<file path="config.mk">
export PLATFORM = sky130hd
export DESIGN_NAME = urc_top
export DESIGN_NICKNAME = d
export VERILOG_FILES = /design/src/logic/urc_pkg.sv /design/src/logic/urc_fifo.sv /design/src/logic/urc_top.sv
export SDC_FILE = /design/constraint.sdc
export NUM_CORES = 1
export LEC_CHECK = 0
export BUFFER_PORTS_ARGS = -buffer_cell sky130_fd_sc_hd__buf_4
export CAP_MARGIN = 5
export CORE_MARGIN = 4
export CORE_UTILIZATION = 56
export CTS_BUF_LIST = sky130_fd_sc_hd__clkbuf_4 sky130_fd_sc_hd__clkbuf_8 sky130_fd_sc_hd__clkbuf_16
export DETAILED_ROUTE_END_ITERATION = 7
export PLACE_DENSITY_LB_ADDON = 0.05
export SYNTH_ARGS = -nofsm -noshare
export SYNTH_HDL_FRONTEND = slang
export SYNTH_SLANG_ARGS = --single-unit
</file>
<file path="constraint.sdc">
create_clock -name ref_clk_i -period 14.5 [get_ports ref_clk_i]
set_input_delay 2.9 -clock ref_clk_i [delete_from_list [all_inputs] [get_ports ref_clk_i]]
set_output_delay 2.9 -clock ref_clk_i [all_outputs]
set_load 0.005 [all_outputs]
</file>
<file path="src/logic/urc_pkg.sv">
// shared constants, state codes and helpers of the serial controller
package urc_pkg;

	// ----------------------------------------------------------------
	// queue depth, timing and line level
	// ----------------------------------------------------------------
	localparam int unsigned FIFO_DEPTH   = 16;      // entries per direction
	localparam logic [3:0]  OVS_MID      = 4'h7;    // start bit checked mid-bit
	localparam logic [3:0]  OVS_LAST     = 4'hf;    // 16 ticks per bit
	localparam logic [5:0]  BIT_LAST     = 6'h0f;   // last tick of a tx bit
	localparam logic [5:0]  STOP_1_LAST  = 6'h0f;   // one stop bit
	localparam logic [5:0]  STOP_15_LAST = 6'h17;   // one and a half stop bits
	localparam logic [5:0]  STOP_2_LAST  = 6'h1f;   // two stop bits
	localparam logic [5:0]  IR_PULSE     = 6'h03;   // 3 of 16 ticks lit
	localparam logic [16:0] BRD_OFFSET   = 17'h2;   // divider offset, normal mode
	localparam logic        LINE_IDLE    = 1'b1;    // reset level of lines

	// ----------------------------------------------------------------
	// function select codes and field positions
	// ----------------------------------------------------------------
	localparam logic [1:0] FUN_UART  = 2'h0;
	localparam logic [1:0] FUN_IRDA  = 2'h2;
	localparam logic [1:0] FUN_RS485 = 2'h3;
	localparam int unsigned IRQ_RX_THRESHOLD = 0;
	localparam int unsigned IRQ_TX_EMPTY     = 1;
	localparam int unsigned IRQ_LINE_ERROR   = 2;
	localparam int unsigned IRQ_MODEM        = 3;
	localparam int unsigned IRQ_RX_TIMEOUT   = 4;
	localparam int unsigned IRQ_BUF_ERROR    = 5;
	localparam int unsigned ERR_PARITY       = 8;   // rx entry bit positions
	localparam int unsigned ERR_FRAME        = 9;
	localparam int unsigned ERR_BREAK        = 10;

	// ----------------------------------------------------------------
	// state codes
	// ----------------------------------------------------------------
	typedef enum logic [5:0] {
		TX_IDLE = 6'h01, TX_START = 6'h02, TX_DATA = 6'h04,
		TX_PAR = 6'h08, TX_STOP = 6'h10, TX_GAP = 6'h20
	} urc_tx_st_t;
	typedef enum logic [5:0] {
		RX_IDLE = 6'h01, RX_START = 6'h02, RX_DATA = 6'h04,
		RX_PAR = 6'h08, RX_STOP = 6'h10, RX_WAIT = 6'h20
	} urc_rx_st_t;

	// fill level in bytes of a trigger code
	function automatic logic [4:0] trig_bytes(input logic [3:0] code);
		case (code)
			4'h0:    trig_bytes = 5'h01;
			4'h1:    trig_bytes = 5'h04;
			4'h2:    trig_bytes = 5'h08;
			default: trig_bytes = 5'h0e;
		endcase
	endfunction

	// parity bit for the low data bits of a character
	function automatic logic par_bit(input logic [7:0] d, input logic [1:0] len,
		input logic even, input logic stick);
		logic [7:0] m;
		m = d & (8'hff >> (2'h3 - len));
		if (stick)
			par_bit = ~even;
		else
			par_bit = even ? ^m : ~^m;
	endfunction

endpackage

</file>
<file path="src/logic/urc_fifo.sv">
// synchronous first-in first-out store used for both directions
`timescale 1ns/1ps
`default_nettype none
module urc_fifo #(
	parameter int unsigned W     = 11,
	parameter int unsigned DEPTH = 16,
	parameter int unsigned AW    = $clog2(DEPTH)
) (
	input  wire logic          ref_clk_i,
	input  wire logic          sys_rst_i,
	input  wire logic          push_i,
	input  wire logic [W-1:0]  data_i,
	input  wire logic          pop_i,
	output logic      [W-1:0]  data_o,
	output logic      [AW:0]   count_o,
	output logic               full_o,
	output logic               empty_o
);
	typedef struct packed {
		logic [DEPTH-1:0][W-1:0] mem;
		logic [AW-1:0]           wp;
		logic [AW-1:0]           rp;
		logic [AW:0]             cnt;
	} urc_fifo_st_t;

	urc_fifo_st_t s_r;
	urc_fifo_st_t s_nxt;
	logic         pw;
	logic         pp;

	// ----------------------------------------------------------------
	// status and head word
	// ----------------------------------------------------------------
	assign full_o  = (s_r.cnt == (AW+1)'(DEPTH));
	assign empty_o = (s_r.cnt == '0);
	assign count_o = s_r.cnt;
	assign data_o  = s_r.mem[s_r.rp];
	assign pw      = push_i && !full_o;
	assign pp      = pop_i && !empty_o;

	// pointer and fill update, refused pushes are dropped
	always_comb begin
		s_nxt = s_r;
		if (pw) begin
			s_nxt.mem[s_r.wp] = data_i;
			s_nxt.wp = s_r.wp + 1'b1;
		end
		if (pp)
			s_nxt.rp = s_r.rp + 1'b1;
		s_nxt.cnt = s_r.cnt + (AW+1)'(pw) - (AW+1)'(pp);
	end

	always_ff @(posedge ref_clk_i or posedge sys_rst_i) begin
		if (sys_rst_i)
			s_r <= '0;
		else
			s_r <= s_nxt;
	end
endmodule // urc_fifo
`default_nettype wire

</file>
<file path="src/logic/urc_top.sv">
// serial controller core with infrared and multidrop functions
//
// Contract
// - separate 16-entry transmit and receive queues, both directions concurrent
// - each received entry carries parity, framing and break flags
// - character length five to eight bits both directions
// - parity even, odd, none or stick
// - one, one and a half or two stop bits sent
// - flag break, framing, parity, receive and transmit overflow
// - receive time-out after programmable 8-bit count of idle bit times
// - programmable idle gap between stop bit and next start bit
// - six individually enabled interrupt sources
// - data-available raised when receive fill reaches programmed level
// - infrared bit rate is clock over sixteen times divider
// - infrared encoder pulses for zero bits, dark for ones
// - infrared pulse lasts three sixteenths of a bit
// - infrared receive inversion defaults to one, input idles high
// - infrared decoder sees start on low input, rebuilds NRZ stream
// - multidrop ninth bit one marks address, zero marks data
// - stick parity sends ninth bit as inverse of even select
// - receiver disabled drops characters until address byte, then stores it
// - address byte interrupts and clears receiver disable itself
// - auto address keeps bytes from matching address until other address
// - request-to-send drives driver enable, polarity set by invert control
// - auto flow drops request-to-send when receive fill hits trigger
// - auto flow starts a character only while clear-to-send asserted
// - trigger code 0,1,2 gives 1,4,8 bytes, others 14
`timescale 1ns/1ps
`default_nettype none
module urc_top #(
	parameter int unsigned FIFO_DEPTH = urc_pkg::FIFO_DEPTH,
	parameter int unsigned CW         = $clog2(FIFO_DEPTH) + 1
) (
	input  wire logic          ref_clk_i,
	input  wire logic          sys_rst_i,
	input  wire logic [7:0]    tx_data_i,
	input  wire logic          tx_valid_i,
	output logic               tx_ready_o,
	output logic      [7:0]    rx_data_o,
	output logic      [2:0]    rx_err_o,
	output logic               rx_valid_o,
	input  wire logic          rx_ready_i,
	input  wire logic [1:0]    data_len_i,
	input  wire logic          stop_two_i,
	input  wire logic          parity_enable_i,
	input  wire logic          even_parity_select_i,
	input  wire logic          stick_parity_enable_i,
	input  wire logic [15:0]   baud_divisor_i,
	input  wire logic [1:0]    function_select_i,
	input  wire logic          timeout_en_i,
	input  wire logic [7:0]    timeout_count_i,
	input  wire logic [7:0]    tx_gap_delay_i,
	input  wire logic [3:0]    rx_trig_lvl_i,
	input  wire logic [3:0]    rts_trigger_level_i,
	input  wire logic          auto_rts_en_i,
	input  wire logic          auto_cts_en_i,
	input  wire logic          rts_sw_i,
	input  wire logic          rts_level_invert_i,
	input  wire logic          irda_tx_inv_i,
	input  wire logic          irda_rx_inv_i,
	input  wire logic          multidrop_mode_enable_i,
	input  wire logic          auto_address_match_i,
	input  wire logic          auto_direction_i,
	input  wire logic [7:0]    addr_match_i,
	input  wire logic          receiver_disable_set_i,
	input  wire logic          receiver_disable_clr_i,
	input  wire logic [5:0]    irq_en_i,
	input  wire logic [5:0]    irq_clr_i,
	output logic               receiver_disable_o,
	output logic               tx_empty_o,
	output logic      [CW-1:0] tx_count_o,
	output logic      [CW-1:0] rx_count_o,
	output logic               tx_overflow_o,
	output logic               rx_overflow_o,
	output logic      [5:0]    irq_src_o,
	output logic               irq_o,
	input  wire logic          rx_pin_i,
	input  wire logic          cts_n_i,
	output logic               tx_pin_o,
	output logic               rts_o
);
	typedef struct packed {
		urc_pkg::urc_tx_st_t tst;
		logic [5:0]          ttk;
		logic [2:0]          tbit;
		logic [7:0]          tsh;
		logic [7:0]          tgap;
		logic                tpin;
		logic                rts;
		urc_pkg::urc_rx_st_t rst;
		logic [3:0]          rtk;
		logic [2:0]          rbit;
		logic [7:0]          rsh;
		logic                rpar;
		logic [2:0]          rxs;
		logic [2:0]          ctss;
		logic                rxf;
		logic                ctsf;
		logic [16:0]         bdiv;
		logic [3:0]          irc;
		logic                irnrz;
		logic [3:0]          tosub;
		logic [7:0]          tocnt;
		logic                tout;
		logic                rxdis;
		logic                matched;
		logic                rls;
		logic                mdm;
		logic                txovf;
		logic                rxovf;
	} urc_st_t;

	urc_st_t          s_r;
	urc_st_t          s_nxt;
	logic             irda;
	logic             rs485;
	logic [16:0]      lim;
	logic             tick;
	logic             rin;
	logic [2:0]       dlast;
	logic [5:0]       slast;
	logic             tx_pop;
	logic             tx_full;
	logic [10:0]      tx_word;
	logic             rx_push;
	logic             rx_pop;
	logic             rx_full;
	logic             rx_empty;
	logic [10:0]      rx_word;
	logic [10:0]      rx_head;
	logic             nrz;
	logic             de;

	// ----------------------------------------------------------------
	// queues
	// ----------------------------------------------------------------
	urc_fifo #(.W(11), .DEPTH(FIFO_DEPTH)) u_txq (
		.ref_clk_i (ref_clk_i), .sys_rst_i (sys_rst_i),
		.push_i (tx_valid_i), .data_i ({3'h0, tx_data_i}), .pop_i (tx_pop),
		.data_o (tx_word), .count_o (tx_count_o), .full_o (tx_full), .empty_o (tx_empty_o)
	);
	urc_fifo #(.W(11), .DEPTH(FIFO_DEPTH)) u_rxq (
		.ref_clk_i (ref_clk_i), .sys_rst_i (sys_rst_i),
		.push_i (rx_push), .data_i (rx_word), .pop_i (rx_pop),
		.data_o (rx_head), .count_o (rx_count_o), .full_o (rx_full), .empty_o (rx_empty)
	);

	// ----------------------------------------------------------------
	// host side status
	// ----------------------------------------------------------------
	assign tx_ready_o         = !tx_full;
	assign rx_valid_o         = !rx_empty;
	assign rx_pop             = rx_ready_i && !rx_empty;
	assign rx_data_o          = rx_head[7:0];
	assign rx_err_o           = rx_head[10:8];
	assign receiver_disable_o = s_r.rxdis;
	assign tx_overflow_o      = s_r.txovf;
	assign rx_overflow_o      = s_r.rxovf;
	assign tx_pin_o           = s_r.tpin;
	assign rts_o              = s_r.rts;
	assign irq_src_o[urc_pkg::IRQ_RX_THRESHOLD] =
		rx_count_o >= CW'(urc_pkg::trig_bytes(rx_trig_lvl_i));
	assign irq_src_o[urc_pkg::IRQ_TX_EMPTY]   = tx_empty_o;
	assign irq_src_o[urc_pkg::IRQ_LINE_ERROR] = s_r.rls;
	assign irq_src_o[urc_pkg::IRQ_MODEM]      = s_r.mdm;
	assign irq_src_o[urc_pkg::IRQ_RX_TIMEOUT] = s_r.tout;
	assign irq_src_o[urc_pkg::IRQ_BUF_ERROR]  = s_r.txovf | s_r.rxovf;
	assign irq_o = |(irq_src_o & irq_en_i);

	// ----------------------------------------------------------------
	// mode decode and baud tick, 16 ticks per bit
	// ----------------------------------------------------------------
	assign irda  = (function_select_i == urc_pkg::FUN_IRDA);
	assign rs485 = (function_select_i == urc_pkg::FUN_RS485);
	always_comb begin
		// infrared drops the offset; a zero infrared divisor is run as one
		if (irda)
			lim = {1'b0, baud_divisor_i};
		else
			lim = {1'b0, baud_divisor_i} + urc_pkg::BRD_OFFSET;
		if (lim == '0)
			lim = 17'h1;
	end
	assign tick  = (s_r.bdiv >= lim - 17'h1);
	assign rin   = irda ? s_r.irnrz : s_r.rxf;
	assign dlast = 3'h4 + {1'b0, data_len_i};
	assign slast = !stop_two_i ? urc_pkg::STOP_1_LAST :
		(data_len_i == 2'h0) ? urc_pkg::STOP_15_LAST : urc_pkg::STOP_2_LAST;

	// ----------------------------------------------------------------
	// next-state logic
	// ----------------------------------------------------------------
	always_comb begin
		logic pe;
		logic fe;
		logic bi;
		logic store;
		logic addr;
		logic lit;
		pe = 1'b0;
		fe = 1'b0;
		bi = 1'b0;
		store = 1'b0;
		addr = 1'b0;
		lit = 1'b0;
		s_nxt = s_r;
		tx_pop = 1'b0;
		rx_push = 1'b0;
		rx_word = '0;
		// pin synchronisers, a level counts once stages two and three agree
		s_nxt.rxs = {s_r.rxs[1:0], rx_pin_i};
		s_nxt.ctss = {s_r.ctss[1:0], cts_n_i};
		if (s_r.rxs[1] == s_r.rxs[2])
			s_nxt.rxf = s_r.rxs[2];
		if (s_r.ctss[1] == s_r.ctss[2])
			s_nxt.ctsf = s_r.ctss[2];
		// sticky flags: a set in the cycle of a clear wins
		s_nxt.mdm = (s_nxt.ctsf != s_r.ctsf) | (s_r.mdm & ~irq_clr_i[urc_pkg::IRQ_MODEM]);
		s_nxt.rls = s_r.rls & ~irq_clr_i[urc_pkg::IRQ_LINE_ERROR];
		s_nxt.txovf = (tx_valid_i & tx_full) |
			(s_r.txovf & ~irq_clr_i[urc_pkg::IRQ_BUF_ERROR]);
		s_nxt.rxovf = s_r.rxovf & ~irq_clr_i[urc_pkg::IRQ_BUF_ERROR];
		s_nxt.rxdis = receiver_disable_set_i | (s_r.rxdis & ~receiver_disable_clr_i);
		s_nxt.bdiv = tick ? '0 : s_r.bdiv + 17'h1;
		if (tick) begin
			// infrared decoder: a pulse stretches to one low bit time
			lit = irda_rx_inv_i ? ~s_r.rxf : s_r.rxf;
			if (lit) begin
				s_nxt.irc = urc_pkg::OVS_LAST;
				s_nxt.irnrz = 1'b0;
			end else begin
				if (s_r.irc != 4'h0)
					s_nxt.irc = s_r.irc - 4'h1;
				else
					s_nxt.irnrz = 1'b1;
			end
			// receiver
			s_nxt.rtk = s_r.rtk + 4'h1;
			case (s_r.rst)
				urc_pkg::RX_IDLE: begin
					s_nxt.rtk = 4'h0;
					if (!rin)
						s_nxt.rst = urc_pkg::RX_START;
				end
				urc_pkg::RX_START: begin
					if (s_r.rtk == urc_pkg::OVS_MID) begin
						s_nxt.rtk = 4'h0;
						s_nxt.rbit = 3'h0;
						s_nxt.rsh = 8'h00;
						s_nxt.rst = rin ? urc_pkg::RX_IDLE : urc_pkg::RX_DATA;
					end
				end
				urc_pkg::RX_DATA: begin
					if (s_r.rtk == urc_pkg::OVS_LAST) begin
						s_nxt.rsh[s_r.rbit] = rin;
						s_nxt.rbit = s_r.rbit + 3'h1;
						if (s_r.rbit == dlast)
							s_nxt.rst = parity_enable_i ? urc_pkg::RX_PAR : urc_pkg::RX_STOP;
					end
				end
				urc_pkg::RX_PAR: begin
					if (s_r.rtk == urc_pkg::OVS_LAST) begin
						s_nxt.rpar = rin;
						s_nxt.rst = urc_pkg::RX_STOP;
					end
				end
				urc_pkg::RX_STOP: begin
					if (s_r.rtk == urc_pkg::OVS_LAST) begin
						s_nxt.rst = rin ? urc_pkg::RX_IDLE : urc_pkg::RX_WAIT;
						fe = !rin;
						bi = !rin && (s_r.rsh == 8'h00) && !(parity_enable_i && s_r.rpar);
						pe = parity_enable_i && !rs485 && (s_r.rpar != urc_pkg::par_bit(s_r.rsh,
							data_len_i, even_parity_select_i, stick_parity_enable_i));
						addr = rs485 && parity_enable_i && s_r.rpar;
						if (rs485 && auto_address_match_i) begin
							if (addr)
								s_nxt.matched = (s_r.rsh == addr_match_i);
							store = addr ? (s_r.rsh == addr_match_i) : s_r.matched;
						end else if (rs485 && multidrop_mode_enable_i && addr) begin
							store = 1'b1;
							s_nxt.rxdis = 1'b0;
							s_nxt.rls = 1'b1;
						end else begin
							store = !s_r.rxdis;
						end
						if (store) begin
							rx_word = {bi, fe, pe, s_r.rsh};
							rx_push = 1'b1;
							s_nxt.rls = s_nxt.rls | pe | fe | bi;
							s_nxt.rxovf = s_nxt.rxovf | rx_full;
						end
					end
				end
				urc_pkg::RX_WAIT: begin
					if (rin)
						s_nxt.rst = urc_pkg::RX_IDLE;
				end
				default: s_nxt.rst = urc_pkg::RX_IDLE;
			endcase
			// transmitter
			s_nxt.ttk = s_r.ttk + 6'h1;
			case (s_r.tst)
				urc_pkg::TX_IDLE: begin
					s_nxt.ttk = 6'h0;
					if (!tx_empty_o && !(auto_cts_en_i && s_r.ctsf)) begin
						tx_pop = 1'b1;
						s_nxt.tsh = tx_word[7:0];
						s_nxt.tbit = 3'h0;
						s_nxt.tst = urc_pkg::TX_START;
					end
				end
				urc_pkg::TX_START: begin
					if (s_r.ttk == urc_pkg::BIT_LAST) begin
						s_nxt.ttk = 6'h0;
						s_nxt.tst = urc_pkg::TX_DATA;
					end
				end
				urc_pkg::TX_DATA: begin
					if (s_r.ttk == urc_pkg::BIT_LAST) begin
						s_nxt.ttk = 6'h0;
						s_nxt.tbit = s_r.tbit + 3'h1;
						if (s_r.tbit == dlast)
							s_nxt.tst = parity_enable_i ? urc_pkg::TX_PAR : urc_pkg::TX_STOP;
					end
				end
				urc_pkg::TX_PAR: begin
					if (s_r.ttk == urc_pkg::BIT_LAST) begin
						s_nxt.ttk = 6'h0;
						s_nxt.tst = urc_pkg::TX_STOP;
					end
				end
				urc_pkg::TX_STOP: begin
					if (s_r.ttk == slast) begin
						s_nxt.ttk = 6'h0;
						s_nxt.tgap = 8'h00;
						s_nxt.tst = (tx_gap_delay_i != 8'h00) ? urc_pkg::TX_GAP : urc_pkg::TX_IDLE;
					end
				end
				urc_pkg::TX_GAP: begin
					if (s_r.ttk == urc_pkg::BIT_LAST) begin
						s_nxt.ttk = 6'h0;
						s_nxt.tgap = s_r.tgap + 8'h01;
						if (s_r.tgap + 8'h01 >= tx_gap_delay_i)
							s_nxt.tst = urc_pkg::TX_IDLE;
					end
				end
				default: s_nxt.tst = urc_pkg::TX_IDLE;
			endcase
		end
		// receive time-out counts idle bit times while data waits
		if (!timeout_en_i || rx_empty || rx_push || rx_pop) begin
			s_nxt.tosub = 4'h0;
			s_nxt.tocnt = 8'h00;
			s_nxt.tout = 1'b0;
		end else if (tick) begin
			s_nxt.tosub = s_r.tosub + 4'h1;
			if (s_r.tosub == urc_pkg::OVS_LAST) begin
				if (s_r.tocnt >= timeout_count_i)
					s_nxt.tout = 1'b1;
				else
					s_nxt.tocnt = s_r.tocnt + 8'h01;
			end
		end
		// serial line level of the next state
		case (s_nxt.tst)
			urc_pkg::TX_START: nrz = 1'b0;
			urc_pkg::TX_DATA:  nrz = s_nxt.tsh[s_nxt.tbit];
			urc_pkg::TX_PAR:   nrz = urc_pkg::par_bit(s_nxt.tsh, data_len_i,
				even_parity_select_i, stick_parity_enable_i);
			default:           nrz = 1'b1;
		endcase
		if (irda)
			s_nxt.tpin = (!nrz && s_nxt.ttk < urc_pkg::IR_PULSE) ^ irda_tx_inv_i;
		else
			s_nxt.tpin = nrz;
		// driver enable covers pending data, the character and its gap
		de = (s_nxt.tst != urc_pkg::TX_IDLE) || !tx_empty_o;
		if (rs485 && auto_direction_i)
			s_nxt.rts = de ^ rts_level_invert_i;
		else if (auto_rts_en_i)
			s_nxt.rts = (rx_count_o < CW'(urc_pkg::trig_bytes(rts_trigger_level_i)))
				^ rts_level_invert_i;
		else
			s_nxt.rts = rts_sw_i ^ rts_level_invert_i;
	end

	// state register
	always_ff @(posedge ref_clk_i or posedge sys_rst_i) begin
		if (sys_rst_i) begin
			s_r <= '0;
			s_r.tst <= urc_pkg::TX_IDLE;
			s_r.rst <= urc_pkg::RX_IDLE;
			s_r.rxs <= {3{urc_pkg::LINE_IDLE}};
			s_r.ctss <= {3{urc_pkg::LINE_IDLE}};
			s_r.rxf <= urc_pkg::LINE_IDLE;
			s_r.ctsf <= urc_pkg::LINE_IDLE;
			s_r.irnrz <= urc_pkg::LINE_IDLE;
			s_r.tpin <= urc_pkg::LINE_IDLE;
		end else begin
			s_r <= s_nxt;
		end
	end
endmodule // urc_top
`default_nettype wire

</file>
==> results_dict.tcl, run 1 <==
set metrics [dict create \
    status "complete, no violations" \
    layout-drive-gt1-share_pct 24.5 \
    die_h_um 210 \
    cts_buffers 47 \
    cpPeakStageDelay_ps 990 \
    drv_cap 0 \
    ys_seq_elements 434 \
    layout_common_cells "dfrtp_1 (419), nand2_1 (244), o21ai_0 (185)" \
    clock-root-buffer "clkbuf_16" \
    p_int_mw 2.60 \
    rsz0062_at_grt "no" \
    cp-end-kind "flop" \
    postPlaceCellArea_um2 23900 \
    slowest_stage "nor2_1" \
    synth-seq-area-share_pct 47.6 \
    final_common_cell "dfrtp_1" \
    worst_pin_slew_ps 1160 \
    drtPass1Iterations 5 \
    areaGrowthSynthToFinish_pct 11.8 \
    fin_skew_ps 11.3 \
    max_freq_ghz 0.0935 \
    period_share_pct 73.8 \
    hold_viol_final 0 \
    post_drt_via_cell_ratio 5.92 \
    cts_tree "built" \
    post-cts-setup-buffers 0 \
    period_minus_slack_ps 10690 \
    powerDensity_nw_per_um2 142 \
    cts_hold_buf 0 \
    synth_area_leaders "dfrtp_1 (46%), mux2_2 (8.4%), mux4_2 (7.9%)" \
    fin_tns_setup_ps 0 \
    syn_inst 2054 \
    clock-sinks 434 \
    cts_resized 0 \
    cp.depth 25 \
    insertedDiodeCount 0 \
    dieArea_um2 44100 \
    p_sw_share_pct 28.2 \
    fillers 3227 \
    num_vias 15760 \
    initial_utilization_pct 57.1 \
    ctsHtreeMaxLevel 2 \
    wire_per_inst_um 19.5 \
    design_area_um2 25500 \
    finalSetupViolations 0 \
    coreArea_um2 40000 \
    async_reset_ff_share_pct 100 \
    grt_max_degree 173 \
    crit_path_frequent_cell "nor2_1" \
    synth_largest_area_cell "dfrtp_1" \
    fin_ws_ps 3810 \
    hpwl_mm 34.9 \
    critPathArrivalTime_ps 11210 \
    syn_nets 2225 \
    grt_pass1_vias 15855 \
    antenna_found_initial 0 \
    synth_cell_type_count 94 \
    io_pins 130 \
    worstPathRequired_ps 15010 \
    synth-edff-count 0 \
    critical_path_class "primary input to flop" \
    p_leak_nw 11.4 \
    ant_nets 0 \
    synth_ff_type "dfrtp_1" \
    drv_slew 0 \
    p_sw_mw 1.02 \
    timing.critical_path.to "u_rxq.s_r[100]$_DFFE_PP0P_" \
    clkTransAtPathRegs_ps 60 \
    cp_top_family "simple AND/OR/NAND/NOR gates" \
    remaining_drc_errors 0 \
    final_cell_count_no_fill 2664 \
    slew_headroom_pct 22.5 \
    grt.total_usage_pct 24.1 \
    hold_class "flop to flop" \
    r2r_start "s_r[26]$_DFF_PP0_" \
    cp-start-kind "primary input" \
    place_inst 2580 \
    syn_avg_cell_area_um2 11.1 \
    r2r_setup_slack_ps 9530 \
    syn_area_um2 22800 \
    die_width_um 210 \
    r2r_end "u_rxq.s_r[100]$_DFFE_PP0P_" \
    yosysWarnings 0 \
    p_comb_share_pct 21.8 \
    overflow 0 \
    row_count 73 \
    setup.worst_path.start "function_select_i[0]" \
    seq_power_share_pct 43.8 \
    place_ws_ps 3280 \
    cts.path.max_buffers 3 \
    synth_top_area_share_pct 46.2 \
    clk_latency_ps 580 \
    grt_pass1_wl_mm 85.9 \
    wl_mm 52.0 \
    place.gp.congestion 0.825 \
    crit_fanout 18 \
    dr.first_iter.drc_count 971 \
    fin_nets 2275 \
    io_buffers 126 \
    reg2reg_depth 11 \
    power_mw 3.62 \
    ir_drop_uv 118 \
    cp_num_buf_inv 1 \
    clock_power_share_pct 34.4 \
]
-- through the flow --
stage | util (%) | hold WS (ps)
6_report | 63.8 | 361
5_1_grt | 63.8 | 364
4_1_cts | 63.8 | 362
3_5_place_dp | 59.8 | 351
3_3_place_gp | 59.8 | 346
2_1_floorplan | - | 345
-- logic make-up after synthesis --
kind of cell | share of synthesized area, %
compound gates | 9.55
xor+xnor | 4.42
buf+inv | 3.94
flops | 47.6
simple gates | 12.0
mux | 18.1
fa+ha+maj | 4.33
-- synthesized netlist by cell type, drive strengths merged, types with 32 or more instances --
cell type    n
mux2i       37
a21oi       45
mux2       174
nand4       32
xnor2       74
inv         64
nand2      246
buf         44
mux4        80
dfrtp      422
o21ai      192
nand3       75
xor2        37
clkbuf      96
ha          75
nor2       100
-- routing by layer --
metal  vias to the layer above  track usage, %  part of all wire (%)
li1                       7452               -                     -
met1                      7889            33.1                    44
met2                       349            41.0                    50
met3                        70            4.18                   4.9
met4                         0            4.86                   1.6
met5                         -               0                     0
-- layout make-up --
type	count	area, um2	share of cell area (%)
Inverter	64	244	0.955
Clock buffer	64	1350	5.28
Tap cell	525	657	2.57
Timing Repair Buffer	141	1070	4.19
Clock inverter	20	264	1.03
Sequential cell	434	10900	42.6
Multi-Input combinational cell	1416	11100	43.4
-- power groups by stage --
stage	Combinational [mW]	Clock, mW	Sequential (mW)
3_5_place_dp	0.799	0	1.61
2_1_floorplan	0.643	0	1.54
4_1_cts	0.803	1.28	1.59
3_3_place_gp	0.777	0	1.59
5_1_grt	0.880	1.33	1.62
6_report	0.789	1.25	1.59
-- registers in the layout, indices dropped and copies added, names as in the netlist, 3 cells and up --
register and count:
u_txq.s_r 136, u_rxq.count_o 5, s_r 92, u_rxq.s_r 184, u_txq.count_o 5, irq_src_o 3
s_nxt 4
-- how the worst min path moves through the flow --
stage	slack, ps	startpoint	cells after the start	to
floorplan	350	s_nxt[44]$_DFF_PP1_	0	s_nxt[45]$_DFF_PP1_
global placement	350	s_nxt[47]$_DFF_PP1_	0	s_nxt[48]$_DFF_PP1_
detailed placement	350	s_nxt[44]$_DFF_PP1_	0	s_nxt[45]$_DFF_PP1_
CTS	360	s_nxt[44]$_DFF_PP1_	0	s_nxt[45]$_DFF_PP1_
global route	360	s_nxt[44]$_DFF_PP1_	0	s_nxt[45]$_DFF_PP1_
finish	360	s_nxt[44]$_DFF_PP1_	0	s_nxt[45]$_DFF_PP1_
Note: power is estimated with default switching activity, not from simulation.
==> inputs of run 2 (changes only) <==
- ABC_AREA: not set -> 1
- clock period: 14.5 -> 9.7 ns (I/O delays scaled with it)
==> run 2 against run 1 <==
Flip-flop and latch count did not move. Area after synthesis rose by 1.5%. Clock skew rose by 5.1 ps. Design area rose by 0.99%. Power rose by 80%. Final cell count rose by 31%. Sequential power rose by 57%. Global-route usage rose by 2.1 points. Utilization fell by 0.67 points.
==> results_dict.tcl, run 2 <==
set metrics [dict create \
    coreArea_um2 40800 \
    max_freq_ghz 0.129 \
    ys_seq_elements 434 \
    synth-edff-count 0 \
    grt_pass1_wl_mm 96.0 \
    insertedDiodeCount 0 \
    io_pins 130 \
    synth_xor_area_share_pct 2.49 \
    largest-register "u_rxq.s_r" \
    grt_max_degree 144 \
    wl_mm 58.4 \
    fin_nets 3082 \
    yosysWarnings 0 \
    worstPathRequired_ps 10200 \
    synth_cell_type_count 61 \
    powerDensity_nw_per_um2 253 \
    largest_register_ffs 184 \
    synth_top_area_share_pct 45.6 \
    die_width_um 211 \
    period_share_pct 80.2 \
    critPathArrivalTime_ps 8280 \
    clk_latency_ps 590 \
    synth_top_family_by_area "simple AND/OR/NAND/NOR gates" \
    wire_per_inst_um 16.8 \
    critical_path_class "primary input to flop" \
    ant_nets 0 \
    remaining_drc_errors 0 \
    ctsHtreeMaxLevel 2 \
    cts_resized 0 \
    clock-root-buffer "clkbuf_16" \
    layout_common_cells "nand2_1 (748), dfrtp_1 (420), inv_1 (272)" \
    fin_skew_ps 16.4 \
    post_drt_via_cell_ratio 5.56 \
    clkTransAtPathRegs_ps 70 \
    register_area_um2 10900 \
    cts_hold_buf 0 \
    io_buffers 126 \
    cpPeakStageDelay_ps 380 \
    overflow 0 \
    synth-seq-area-share_pct 46.9 \
    layout-drive-gt1-share_pct 10.1 \
    row_count 74 \
    syn_area_um2 23200 \
    reg2reg_depth 18 \
    async_reset_ff_share_pct 100 \
    yosys.area_share.simple_pct 21.1 \
    final_common_cell "nand2_1" \
    largestRegisters "u_rxq.s_r: 184 flops, u_txq.s_r: 136 flops, s_r: 92 flops" \
    synthTopCellsByCount "nand2_1 (748), dfrtp_1 (422), inv_1 (273)" \
    synthMuxAreaShare_pct 1.90 \
    period_minus_slack_ps 7780 \
    yosysMostFrequentCell "nand2_1" \
    initial_utilization_pct 56.8 \
    crit_fanout 17 \
    die_h_um 211 \
    synth_largest_area_cell "dfrtp_1" \
    power_mw 6.52 \
    drv_slew 0 \
    slowest_stage "fa_1" \
    rsz0062_at_grt "no" \
    synth_ff_type "dfrtp_1" \
    grt.total_usage_pct 26.2 \
    worst_pin_slew_ps 992 \
    cts_tree "built" \
    dr.first_iter.drc_count 1588 \
    hold_class "flop to flop" \
    drtPass1Iterations 7 \
    antenna_found_initial 0 \
    place.gp.congestion 0.895 \
    synth-compound-area-share_pct 15.5 \
    grt_pass1_vias 18791 \
    status "complete, no violations" \
    min_path_cells 0 \
    dieArea_um2 44700 \
    crit_path_frequent_cell "nand2_1" \
    multi_input_area_um2 10500 \
    hold_viol_final 0 \
    cts.path.max_buffers 3 \
    fin_tns_setup_ps 0 \
    cp-end-kind "flop" \
    p_leak_nw 12.2 \
    syn_avg_cell_area_um2 8.08 \
    syn_inst 2868 \
    synth_area_leaders "dfrtp_1 (46%), nand2_1 (12%), o21ai_0 (5.7%)" \
    clock-sinks 434 \
    areaGrowthSynthToFinish_pct 11.3 \
    num_vias 19336 \
    post-cts-setup-buffers 0 \
    cp-start-kind "primary input" \
    ir_drop_uv 173 \
    syn_nets 3039 \
    synth_fa_ha_area_share_pct 4.26 \
    drv_cap 0 \
    slew_headroom_pct 33.9 \
    cts_buffers 46 \
    hpwl_mm 39.0 \
    finalSetupViolations 0 \
    fillers 3623 \
]
-- run 2: changes by cell type in the layout (fill, tap and decap cells not counted), moves of 14 or more --
cell and delta:
mux2_2 -170, and3_1 -17, nand3_1 +51, nand2_1 +504, xor2_1 +14, xnor2_1 -59
a21oi_1 +68, nor2_1 +60, o21ai_1 +178, mux4_2 -80, o21ai_0 +81, o211ai_1 +43
inv_1 +210
-- run 2: path summary, 6_finish.rpt --
| kind | from | end | slack, ps |
|---|---|---|---|
| worst max-delay path | function_select_i[0] | u_rxq.count_o[4]$_DFF_PP0_ | 1920 |
| worst min-delay path | s_nxt[47]$_DFF_PP1_ | s_nxt[48]$_DFF_PP1_ | 360 |
| worst max register to register | s_r[38]$_DFF_PP0_ | u_rxq.count_o[4]$_DFF_PP0_ | 5830 |
| worst min register to register | s_nxt[47]$_DFF_PP1_ | s_nxt[48]$_DFF_PP1_ | 360 |
| max in group asynchronous | sys_rst_i | u_rxq.s_r[68]$_DFFE_PP0P_ | 6410 |
| min in group asynchronous | sys_rst_i | u_txq.s_r[84]$_DFFE_PP0P_ | 1550 |
-- run 2: cells by family after synthesis --
logic type                 after synthesis
and+or+nand+nor                       1145
AOI/OAI and AO/OA                      665
buffers and inverters                  437
DFF                                    434
adders and majority gates               78
xor gates and xnor gates                65
muxes                                   44
-- run 2: where the power goes --
| part | leakage (nW) | switching, mW | internal [mW] | total [mW] |
|---|---|---|---|---|
| registers | 5.69 | 0.315 | 2.18 | 2.50 |
| clock network | 0.795 | 0.756 | 1.10 | 1.86 |
| logic | 5.76 | 1.36 | 0.801 | 2.16 |
| total | 12.2 | 2.44 | 4.09 | 6.52 |
-- run 2: worst max-delay path, delay by kind of cell --
| family | cells | cell delay, ps |
|---|---|---|
| AND/OR/NAND/NOR | 23 | 3330 |
| AO/OA/AOI/OAI | 1 | 250 |
| adder cells (fa/ha/maj) | 4 | 1020 |
| XOR/XNOR | 3 | 620 |
| buffers and inverters | 8 | 1090 |
-- run 2: layout make-up --
type                       instances  area share, %
tap                              532           2.58
timing repair buffer             139           4.09
clock buffer                      65           5.33
multi-input combinational       1997           40.6
inverter                         293           4.30
clock inverter                    19          0.897
sequential                       434           42.2
-- run 2: per-layer routing --
metal  share of wire (%)  up-vias  track usage [%]
met4                 3.0        0             8.51
li1                    -     9494                -
met5                   0        -                0
met1                  44     9266             35.4
met2                  49      469             44.0
met3                 4.8      107             3.69
-- run 2: through the flow --
step                      worst slack, ps  util (%)  hold slack (ps)  instance area, um2  cells
after CTS                            1900      63.2              360               25800   3479
after global routing                 1230      63.2              360               25800   3479
final                                1920      63.2              360               25800   3479
after floorplan                      1910         -              345               23200   2868
after global placement               1360      59.2              346               24200   3395
after detailed placement             1300      59.2              351               24200   3395
==> inputs of run 3 (changes only) <==
- CORE_UTILIZATION: 56 -> 62
- clock period: 9.7 -> 8.1 ns (I/O delays scaled with it)
==> run 3 against run 2 <==
Power rose by 19%. Sequential share of layout area rose by 0.080 points. Via count rose by 0.92%. Register-to-register slack got worse by 1300 ps. Sequential power rose by 19%. Die area fell by 9.3%. Final cell count fell by 1.8%. Count of clock-buffer cells in the layout fell by 3. Critical path type unchanged.
==> results_dict.tcl, run 3 (synthesis gave the netlist of run 2 again) <==
set metrics [dict create \
    cts_tree "built" \
    r2r_end "tx_pin_o$_DFF_PP1_" \
    fillers 2994 \
    p_sw_share_pct 36.8 \
    crit_fanout 10 \
    row_count 70 \
    postPlaceCellArea_um2 24200 \
    min_path_cells 0 \
    cpPeakStageDelay_ps 400 \
    worstPathRequired_ps 8610 \
    critPathArrivalTime_ps 7710 \
    largest_register_ffs 184 \
    r2r_start "u_txq.s_r[5]$_DFFE_PP0P_" \
    reg2reg_depth 21 \
    io_pins 130 \
    drtPass1Iterations 6 \
    ant_nets 0 \
    fin_tns_setup_ps 0 \
    p_int_mw 4.91 \
    initial_utilization_pct 63.0 \
    grt.total_usage_pct 28.3 \
    period_minus_slack_ps 7200 \
    powerDensity_nw_per_um2 302 \
    wire_per_inst_um 16.8 \
    die_h_um 201 \
    cp-start-kind "primary input" \
    cts_resized 0 \
    coreArea_um2 36800 \
    design_area_um2 25700 \
    io_buffers 126 \
    holdCritStartpoint "s_nxt[47]$_DFF_PP1_" \
    clock-sinks 434 \
    insertedDiodeCount 0 \
    final_core_util_pct 70.0 \
    r2r_setup_slack_ps 4550 \
    ctsHtreeMaxLevel 2 \
    largest-register "u_rxq.s_r" \
    holdPathEnd "s_nxt[48]$_DFF_PP1_" \
    ir_drop_uv 213 \
    dr.first_iter.drc_count 1670 \
    post_drt_via_cell_ratio 5.71 \
    cp-end-kind "flop" \
    cts_buffers 46 \
    slew_headroom_pct 24.0 \
    crit_path_frequent_cell "nand2_1" \
    clock_power_share_pct 28.3 \
    p_sw_mw 2.87 \
    drv_slew 0 \
    hold_viol_final 0 \
    fin_nets 3088 \
    clkTransAtPathRegs_ps 60 \
    hold_class "flop to flop" \
    largestRegisters "u_rxq.s_r: 184 flops, u_txq.s_r: 136 flops, s_r: 92 flops" \
    place.gp.congestion 0.886 \
    p_comb_share_pct 33.5 \
    grt_pass1_vias 18963 \
    cts.path.max_buffers 3 \
    drv_cap 0 \
    layout-drive-gt1-share_pct 10.2 \
    register_area_um2 10900 \
    dieArea_um2 40500 \
    seq_power_share_pct 38.2 \
    p_leak_nw 12.3 \
    cts_hold_buf 0 \
    grt_max_degree 187 \
    status "complete, no violations" \
    hpwl_mm 38.5 \
    overflow 0 \
    clk_latency_ps 580 \
    worst_pin_slew_ps 1140 \
    clock-root-buffer "clkbuf_16" \
    die_width_um 201 \
    wl_mm 57.3 \
    num_vias 19514 \
    max_freq_ghz 0.139 \
    period_share_pct 88.9 \
    finalSetupViolations 0 \
    final_common_cell "nand2_1" \
    grt_pass1_wl_mm 95.5 \
    areaGrowthSynthToFinish_pct 11.1 \
    critical_path_class "primary input to flop" \
    slowest_stage "fa_1" \
    layout_common_cells "nand2_1 (748), dfrtp_1 (420), inv_1 (272)" \
    antenna_found_initial 0 \
    fin_skew_ps 21.3 \
    remaining_drc_errors 0 \
    power_mw 7.78 \
    post-cts-setup-buffers 0 \
    rsz0062_at_grt "no" \
    multi_input_area_um2 10500 \
]
-- run 3: area by class of cell --
cell class / count / share of cell area (%)
Sequential cell: 434 / 42.3
Clock buffer: 62 / 5.30
Clock inverter: 18 / 0.884
Inverter: 293 / 4.31
Multi-Input combinational cell: 1997 / 40.7
Tap cell: 468 / 2.27
Timing Repair Buffer: 145 / 4.28
-- run 3: layer usage --
| metal | share of wire [%] | global-route usage, % | wire length, um |
|---|---|---|---|
| met5 | 0 | 0 | 0 |
| met3 | 5.2 | 3.92 | 2950 |
| met1 | 44 | 38.8 | 25000 |
| met2 | 48 | 47.0 | 27700 |
| met4 | 2.8 | 9.20 | 1590 |
-- run 3: worst max-delay path, delay by kind of cell --
family / cells / cell delay (ps)
xor gates and xnor gates: 3 / 470
and+or+nand+nor: 24 / 3300
buffers and inverters: 8 / 810
AOI/OAI and AO/OA: 1 / 220
adders and majority gates: 5 / 1260
-- run 3: worst max-delay path by stage --
stage / startpoint / to / slack, ps / cells after the start
after floorplan: sys_rst_i / irq_src_o[2]$_DFF_PP0_ / 630 / 1
after global placement: function_select_i[0] / u_rxq.count_o[4]$_DFF_PP0_ / 540 / 39
after detailed placement: baud_divisor_i[1] / u_rxq.count_o[4]$_DFF_PP0_ / 340 / 41
after CTS: baud_divisor_i[1] / u_rxq.count_o[4]$_DFF_PP0_ / 970 / 41
after global routing: baud_divisor_i[1] / tx_pin_o$_DFF_PP1_ / 300 / 47
final: baud_divisor_i[1] / u_rxq.count_o[4]$_DFF_PP0_ / 900 / 41
-- run 3: through the flow --
stage	worst slack, ps	hold WS [ps]	cells
after CTS	966	366	3417
after global placement	537	348	3337
after floorplan	628	345	2868
final	902	363	3417
after detailed placement	337	355	3337
after global routing	305	375	3417
-- run 3: power by group through the flow --
stage / Sequential [mW] / Combinational (mW) / Clock (mW)
after detailed placement: 2.99 / 2.58 / 0
after floorplan: 2.87 / 1.96 / 0
after global routing: 3.03 / 2.95 / 2.34
after CTS: 2.96 / 2.60 / 2.24
after global placement: 2.98 / 2.51 / 0
final: 2.97 / 2.61 / 2.20
